### config.mk
export PLATFORM = sky130hd
export DESIGN_NAME = tsh_sync
export DESIGN_NICKNAME = d
export VERILOG_FILES = /design/src/rtl/tsh_pkg.sv /design/src/rtl/tsh_sync.sv
export SDC_FILE = /design/constraint.sdc
export NUM_CORES = 1
export LEC_CHECK = 0
export BUFFER_PORTS_ARGS = -buffer_cell sky130_fd_sc_hd__buf_2
export CORE_ASPECT_RATIO = 0.9
export CORE_UTILIZATION = 59
export CTS_CLUSTER_DIAMETER = 100
export DETAILED_ROUTE_END_ITERATION = 10
export PLACE_DENSITY = 0.79
export SYNTH_ARGS = -nofsm -noshare
export SYNTH_HDL_FRONTEND = slang
export SYNTH_SLANG_ARGS = --single-unit
### constraint.sdc
create_clock -name sys_clk -period 2.3 [get_ports sys_clk]
set_input_delay 0.23 -clock sys_clk [delete_from_list [all_inputs] [get_ports sys_clk]]
set_output_delay 0.23 -clock sys_clk [all_outputs]
set_load 0.01 [all_outputs]
### src/rtl/tsh_pkg.sv
// Package with the modes, states, timing constants and port structs of the sync block.
package tsh_pkg;

   // Synchronization modes.
   typedef enum logic [1:0] {
      TSH_MODE_FREE,
      TSH_MODE_SLAVE,
      TSH_MODE_MASTER
   } tsh_mode_t;

   // Number of transceiver units sequenced by the block.
   localparam int TSH_UNITS = 2;

   // Lead time of request-to-send before transmit, in microseconds, and clock rate.
   localparam int TSH_LEAD_US = 2500;
   localparam int TSH_CLK_MHZ = 250;
   localparam int TSH_LEAD_CYC = TSH_LEAD_US * TSH_CLK_MHZ;
   localparam int TSH_CW = 20;

   // Synchronizer depth for pin inputs.
   localparam int TSH_SYNC = 3;

   // Sequencer states.
   typedef enum logic [1:0] {
      TSH_IDLE,
      TSH_LEAD,
      TSH_XMIT,
      TSH_SAMPLE
   } tsh_state_t;

   // Raw pins coming from outside the clock domain.
   typedef struct packed {
      logic cts;
      logic trig_pos;
      logic trig_neg;
   } tsh_pins_t;

   // Module state apart from the mode register.
   typedef struct packed {
      logic [TSH_SYNC-1:0] cts_s;
      logic [TSH_SYNC-1:0] tpos_s;
      logic [TSH_SYNC-1:0] tneg_s;
      tsh_state_t st;
      logic [TSH_CW-1:0] cnt;
      logic [TSH_UNITS-1:0] unit;
      logic rts;
      logic ack;
   } tsh_state_reg_t;

endpackage

### src/rtl/tsh_sync.sv
// Transmit synchronization handshake for a multi-system echo sounder.
`timescale 1ns/10ps

// Behaviour
// - Three modes; free mode ignores sync inputs.
// - Reset selects master mode by default.
// - Slave starts on clear-to-send rising edge.
// - Request-to-send rises lead time before transmit.
// - Request-to-send held until sampling done.
// - Master drives request; clear-to-send is acknowledge.
// - Aux trigger permits next slave transmission.
// - Aux triggers detect high-to-low on negative, low-to-high on positive.
// - Two aux triggers, positive and negative.
// - Master sequences units; slave triggers each.
// - Event and log inputs are ignored.
module tsh_sync #(
   parameter int LEAD_CYC = tsh_pkg::TSH_LEAD_CYC
)(
   // Clock and reset.
   input wire logic sys_clk,
   input wire logic rst,
   // Configuration.
   input wire tsh_pkg::tsh_mode_t mode,
   input wire logic mode_valid,
   // External pins.
   input wire tsh_pkg::tsh_pins_t pins,
   input wire logic event_in,
   input wire logic log_in,
   // Local transmit control.
   input wire logic sched_tick,
   input wire logic sample_done,
   // Outputs.
   output logic rts,
   output logic [tsh_pkg::TSH_UNITS-1:0] tx_start,
   output logic active,
   output logic ack_seen
);

   // State register, next state and registered mode.
   tsh_pkg::tsh_state_reg_t s_r;
   tsh_pkg::tsh_state_reg_t s_nxt;
   tsh_pkg::tsh_mode_t mode_r;
   logic cts_rise;
   logic trig_fall;
   logic go;
   // Counter width and unit count, and the lead reload value cut to the counter width on purpose.
   localparam int CW = tsh_pkg::TSH_CW;
   localparam int UNITS = tsh_pkg::TSH_UNITS;
   localparam logic [CW-1:0] LEAD_LOAD = CW'(LEAD_CYC - 1);

   // Mode register; master until configured.
   always_ff @(posedge sys_clk)
   begin
      if (rst)
      begin
         mode_r <= tsh_pkg::TSH_MODE_MASTER;
      end
      else if (mode_valid)
      begin
         mode_r <= mode;
      end
   end

   // Edge detection on the agreeing second and third stages only.
   always_comb
   begin
      cts_rise = s_r.cts_s[1] & ~s_r.cts_s[2];
      trig_fall = (~s_r.tneg_s[1] & s_r.tneg_s[2]) | (s_r.tpos_s[1] & ~s_r.tpos_s[2]);
   end

   // Start condition per mode; event and log pins never enter here.
   always_comb
   begin
      unique case (mode_r)
         tsh_pkg::TSH_MODE_SLAVE: go = cts_rise | trig_fall;
         tsh_pkg::TSH_MODE_FREE: go = sched_tick;
         tsh_pkg::TSH_MODE_MASTER: go = sched_tick;
         default: go = 1'b0;
      endcase
   end

   // Next state computation.
   always_comb
   begin
      s_nxt = s_r;
      s_nxt.cts_s = {s_r.cts_s[1:0], pins.cts};
      s_nxt.tpos_s = {s_r.tpos_s[1:0], pins.trig_pos};
      s_nxt.tneg_s = {s_r.tneg_s[1:0], pins.trig_neg};
      if (mode_r == tsh_pkg::TSH_MODE_MASTER && s_r.rts && cts_rise)
      begin
         s_nxt.ack = 1'b1;
      end
      unique case (s_r.st)
         tsh_pkg::TSH_IDLE:
         begin
            if (go)
            begin
               s_nxt.st = tsh_pkg::TSH_LEAD;
               s_nxt.rts = 1'b1;
               s_nxt.ack = 1'b0;
               s_nxt.cnt = LEAD_LOAD;
            end
         end
         tsh_pkg::TSH_LEAD:
         begin
            if (s_r.cnt == '0)
            begin
               s_nxt.st = tsh_pkg::TSH_XMIT;
            end
            else
            begin
               s_nxt.cnt = s_r.cnt - 1'b1;
            end
         end
         tsh_pkg::TSH_XMIT:
         begin
            if (mode_r == tsh_pkg::TSH_MODE_MASTER)
            begin
               s_nxt.unit = {s_r.unit[tsh_pkg::TSH_UNITS-2:0],
                  s_r.unit[tsh_pkg::TSH_UNITS-1]};
            end
            s_nxt.st = tsh_pkg::TSH_SAMPLE;
         end
         tsh_pkg::TSH_SAMPLE:
         begin
            if (sample_done)
            begin
               s_nxt.st = tsh_pkg::TSH_IDLE;
               s_nxt.rts = 1'b0;
            end
         end
      endcase
   end

   // State register.
   always_ff @(posedge sys_clk)
   begin
      if (rst)
      begin
         s_r <= '0;
         s_r.st <= tsh_pkg::TSH_IDLE;
         s_r.unit <= UNITS'(1);
      end
      else
      begin
         s_r <= s_nxt;
      end
   end

   // Outputs: slave start pulses all units together, master one at a time.
   always_comb
   begin
      rts = s_r.rts;
      active = s_r.rts;
      ack_seen = s_r.ack;
      if (s_r.st != tsh_pkg::TSH_XMIT)
      begin
         tx_start = '0;
      end
      else if (mode_r == tsh_pkg::TSH_MODE_MASTER)
      begin
         tx_start = s_r.unit;
      end
      else
      begin
         tx_start = '1;
      end
   end

   // Request rises with the lead count loaded and no transmit on the next cycle.
   property p_lead;
      @(posedge sys_clk) disable iff (rst)
      $rose(s_r.rts) |-> (s_r.st == tsh_pkg::TSH_LEAD && s_r.cnt == LEAD_LOAD)
         ##1 (tx_start == '0);
   endproperty
   a_lead: assert property (p_lead) else $error("lead start wrong");

   // The last lead cycle is always followed by the transmit pulse.
   property p_lead_end;
      @(posedge sys_clk) disable iff (rst)
      (s_r.st == tsh_pkg::TSH_LEAD && s_r.cnt == '0) |=> (tx_start != '0);
   endproperty
   a_lead_end: assert property (p_lead_end) else $error("lead end missed");

   property p_hold;
      @(posedge sys_clk) disable iff (rst)
      (s_r.st == tsh_pkg::TSH_SAMPLE && !sample_done) |=> rts;
   endproperty
   a_hold: assert property (p_hold) else $error("rts dropped early");

   property p_busy;
      @(posedge sys_clk) disable iff (rst)
      (rts && s_r.st != tsh_pkg::TSH_SAMPLE) |=> rts;
   endproperty
   a_busy: assert property (p_busy) else $error("trigger during busy");

   property p_xmit;
      @(posedge sys_clk) disable iff (rst)
      (tx_start != '0) |-> rts ##1 (tx_start == '0);
   endproperty
   a_xmit: assert property (p_xmit) else $error("start not single");

   property p_slave;
      @(posedge sys_clk) disable iff (rst)
      (mode_r == tsh_pkg::TSH_MODE_SLAVE && s_r.st == tsh_pkg::TSH_IDLE && !cts_rise
         && !trig_fall) |=> !rts;
   endproperty
   a_slave: assert property (p_slave) else $error("slave ran untriggered");

   property p_par;
      @(posedge sys_clk) disable iff (rst)
      (tx_start != '0 && mode_r != tsh_pkg::TSH_MODE_MASTER) |-> tx_start == '1;
   endproperty
   a_par: assert property (p_par) else $error("units not parallel");

   property p_seq;
      @(posedge sys_clk) disable iff (rst)
      (tx_start != '0 && mode_r == tsh_pkg::TSH_MODE_MASTER) |-> $onehot(tx_start);
   endproperty
   a_seq: assert property (p_seq) else $error("master not one unit");

   property p_free;
      @(posedge sys_clk) disable iff (rst)
      (mode_r != tsh_pkg::TSH_MODE_SLAVE && s_r.st == tsh_pkg::TSH_IDLE && !sched_tick)
         |=> !rts;
   endproperty
   a_free: assert property (p_free) else $error("own schedule broken");

endmodule

* After elaboration in Yosys (flattened, before gate mapping)
Index checks and enable logic that the tools add are counted.
** Word-level totals
- Logic and storage cells :: 54
- Bits in registers :: 37
- Bits of input ports :: 12
- Output and inout bits :: 5
** Cells by class
- Add/subtract/negate cells :: 1
- Bitwise logic cells :: 8
- Eq/ne operators :: 10
- Mux-type cells :: 14
- Reductions and logical operators :: 12
** Operators by type and width (number)
- one-hot mux 20 bit (2 select lines) :: 1
- two-way mux 22 bit :: 1
- zero test 20 bit :: 1
- two-way mux 20 bit :: 1
- subtractor 20 x 1 -> 20 bit, second input constant :: 1
- two-way mux 2 bit :: 5
- inequality test 2 bit, second input constant :: 5
- AND reduction 3 bit :: 3
- one-hot mux 2 bit (4 select lines) :: 1
- == test 2 bit, second input constant :: 3
- == test 2 x 1 -> 1 bit, second input constant :: 2
- zero test 2 bit :: 2
- one-hot mux 1 bit (2 select lines) :: 2
- nonzero test 2 bit :: 2
- bitwise AND 1 bit :: 3
- two-way mux 1 bit :: 3
- NOT 1 bit :: 3
- logical AND 1 bit :: 2
- bitwise OR 1 bit :: 2
- AND reduction 2 bit :: 1
- OR reduction 2 bit :: 1

* Logic depth before layout (Yosys ltp)
- Word-level depth :: 7
- Depth in mapped cells :: 9

* Worst setup path before layout
OpenSTA, ideal clock, no wires.
- Path type :: flip-flop to flip-flop
- Start point :: reg s_r[24] (netlist bit)
- End point :: reg s_r[5] (netlist bit)
- Setup slack :: 0.336 ns
- Data required time :: 2.209 ns
- Cell stages (with the launch flop) :: 10
- Arrival :: 1.874 ns
- Cell sequence :: dfxtp_1 > inv_1 > ha_1 > nand2_1 > or4_1 > nand2_1 > buf_2 > buf_2 > nor2_1 > a311oi_1
** On the way
- Longest elaborated chain between the ends :: 3
** Ends and longest elaborated chain
- start, declared :: line tsh_sync.sv:40 : tsh_pkg::tsh_state_reg_t s_r;
- start signal, assigned :: line tsh_sync.sv:146 : s_r <= s_nxt;
- == test 2 x 1 -> 1 bit or zero test 2 bit (tied branches) :: line tsh_sync.sv:93 : unique case (s_r.st)
- inequality test 2 bit (no source line) or nonzero test 2 bit (tied branches)
- AND reduction 3 bit (no source line)
Several ways; a longest one is shown, not always the timed one.
A chain may end at the register's enable or synchronous reset.

* Worst setup path in the final report
- Start point :: reg s_r[25] (netlist bit)
- End point :: reg s_r[9] (netlist bit)
The elaborated chain is that of the path after synthesis.

==> run_results.csv <==
group,metric,value,unit
timing,period_minus_slack,2.15,ns
cts,cts.htree.levels,2,
grt,grt_overflow,0,
timing,worst_pin_slew,0.672,ns
grt,antenna_found_initial,0,
synth,synthTopCellsByCount,"dfxtp_1 (37), nand2_1 (17), nor2b_1 (17), a21oi_1 (13), or4_1 (12)",
die,dieArea,3590,µm²
critical_path,crit_path_start_kind,"flop",
grt,grt_pass1_vias,1832,
timing,drv_slew,0,
cts,clock-sinks,37,
synth,synth_nets,244,
synth,synth-edff-count,0,
final_layout,area_growth_syn_to_layout,12.7,%
cts,cts_buffer_depth,2,
die,io_pins,17,
critical_path,crit_path_top_delay_cell,"or4_1",
power,seqPwrFrac,30.0,%
final_layout,drive_above_1_share,17.3,%
cts,cts_tree,"done",
timing,totalNegativeSetupSlack,0,ns
synth,yosysUniqueCellTypes,42,
critical_path,end_kind,"flop",
timing,fin_worst_skew,0.00679,ns
final_layout,num-nets-final,261,
critical_path,cpPeakStageDelay,0.51,ns
synth,synth_ff_type,"dfxtp_1",
cts,clkLatencyLatePin,0.30,ns
critical_path,worst_ep_arrival_time,2.39,ns
grt,grt.busiest_layer,"met2",
power,power.share.combinational,53.8,%
final_layout,final_area,2230,µm²
grt,grt_max_degree,24,
flow_run,drv_cap,0,
synth,synth_area,1980,µm²
final_layout,n_antenna_cell,0,
synth,avgSynthCellArea,8.79,µm²
power,vdd_drop_max,0.000774,V
power,p_leak,0.844,nW
die,num_rows,19,
timing,rsz0062_at_grt,"no",
cts,numCtsBuffers,5,
grt,grt_use_total,28.6,%
critical_path,rrSetupSlack,0.15,ns
die,core-area,3110,µm²
synth,ys_top_cells_by_area,"dfxtp_1 (37%), nor2b_1 (5.4%), or4_1 (4.6%)",
synth,ys_seq_area_share,37.5,%
status,status,"completed",
drt,drc,0,
placement,gp_congestion,0.909,
grt,use_met2,51.8,%
drt,dr_total_vias,1847,
power,p_sw_share,45.2,%
synth,ys_warn_count,0,
min_path,min_path_type,"input pin to flop",
timing,max_freq,0.465,GHz
critical_path,critPathMaxFanout,13,
timing,finalHoldViolCount,0,
drt,via_per_inst,6.48,
cts,cts-root-buf,"clkbuf_8",
cts,clk_pin_slew,0.08,ns
placement,hpwl,3320,µm
drt,final_antenna_net_count,0,
power,power.switching,1.61,mW
grt,use_met1,30.9,%
timing,slew_headroom,54.9,%
placement,port_buffers,14,
critical_path,crit_top_cell,"or4_1",
die,start_util,63.5,%
critical_path,crit_chain,"inv_1, ha_1, nand2_1, or4_1, nand2_2, buf_4, or4_1, a31oi_1",
drt,wl,4780,µm
drt,first_pass_iters,4,
synth,yosysTopAreaCell,"dfxtp_1",
timing,setup_viol,0,
die,die_y,56.9,µm
critical_path,cp.required,2.53,ns
synth,synth_top_cell_area_share,37.5,%
power,intPower,1.95,mW
power,p_per_area,1600,nW/µm²
synth,netlist_instances,225,
critical_path,crit_type,"flop to flop",
placement,placed_area,2100,µm²
drt,drtIter0Drc,80,
drt,route.detailed.wl_per_inst,16.8,µm
synth,yosys_register_bits,37,
grt,met3_usage,6.71,%
synth,async_flop_share,0,%
grt,grt_pass1_wl,7890,µm
synth,yosysMostFrequentCell,"dfxtp_1",
power,clkPwrFrac,16.2,%
timing,post-route-period-util,93.6,%
cts,cts_hold_buffers,0,
die,die_width,63.0,µm
==> flip-flops by register name, indices dropped and copies added (netlist names) <==
| signal | cells |
|---|---|
| ack_seen | 1 |
| active | 1 |
| mode_r | 2 |
| s_nxt | 6 |
| s_r | 27 |
==> final cells by class <==
cell class,instances,area (µm²)
clock buffers,5,68.8
clock inverters,3,46.3
fillers,255,887
inverters,6,22.5
multi-input cells,174,1180
flip-flops and latches,37,742
well taps,42,52.6
repair buffers,18,113
==> worst max-delay path, delay by kind of cell (launching register included) <==
kind	cells	cell delay, ns
buffers and inverters	2	0.34
AO/OA/AOI/OAI	1	0.16
flip-flops	1	0.40
AND/OR/NAND/NOR	4	0.92
adder cells (fa/ha/maj)	1	0.27
==> stage by stage <==
stage	worst slack [ns]	instances	total power [mW]	hold slack (ns)	utilization [%]
final	0.147	285	3.55	0.147	71.5
after detailed placement	0.115	277	2.90	0.426	67.5
after CTS	0.0770	285	3.49	0.148	71.2
after global routing	0.0215	285	3.78	0.157	71.5
after global placement	0.197	277	2.78	0.416	67.5
after floorplan	0.336	225	2.40	0.313	-
==> final timing paths <==
| path | depth (start not counted) | to | startpoint |
|---|---|---|---|
| worst min-delay path | 2 | s_nxt[27] | pins[0] |
| worst max register to register | 8 | s_r[9] | s_r[25] |
| worst max-delay path | 8 | s_r[9] | s_r[25] |
| worst min register to register | 1 | s_nxt[31] | s_nxt[30] |
==> power by group through the flow <==
stage,Sequential (mW),Clock (mW),Combinational (mW)
3_3_place_gp,1.04,0,1.74
6_report,1.07,0.577,1.91
5_1_grt,1.09,0.601,2.08
4_1_cts,1.05,0.575,1.87
3_5_place_dp,1.06,0,1.83
2_1_floorplan,1.01,0,1.39
==> placed cells by master, fill, tap and decap left out, types with 4 or more instances in the layout <==
master / netlist / layout
nor2b_1: 17 / 17
a31oi_1: 5 / 5
dfxtp_1: 37 / 36
inv_1: 6 / 6
or3_1: 4 / 4
nand2_1: 17 / 16
a21oi_1: 13 / 13
or2_2: 4 / 4
nand2b_1: 5 / 5
o21ai_0: 6 / 6
nor2_1: 9 / 9
mux2i_1: 4 / 4
nand3_1: 7 / 7
nor3_1: 7 / 7
buf_2: 4 / 14
nor4_1: 8 / 7
o31ai_1: 11 / 11
or4_1: 12 / 12
ha_1: 7 / 7
o21a_1: 6 / 6
clkbuf_8: 0 / 5
==> kinds of logic after synthesis <==
logic type / after synthesis / share of synthesized area, %
AND/OR/NAND/NOR: 107 / 33.9
AO/OA/AOI/OAI: 56 / 19.0
flip-flops: 37 / 37.5
buffers and inverters: 14 / 3.16
adder cells (fa/ha/maj): 7 / 4.43
multiplexers: 4 / 2.03
==> per-layer routing <==
metal  wire [µm]  share of wire, %
met1        1970                41
met2        2390                50
met3         280               5.9
met4         134               2.8
met5           0                 0
==> timing repair <==
| action | CTS | global route |
|---|---|---|
| buffers inserted | 0 | 0 |
| endpoints found under the setup margin | 0 | 14 |
| gates resized for setup | 0 | 3 |
No activity file was read; power rests on OpenSTA's default activity.
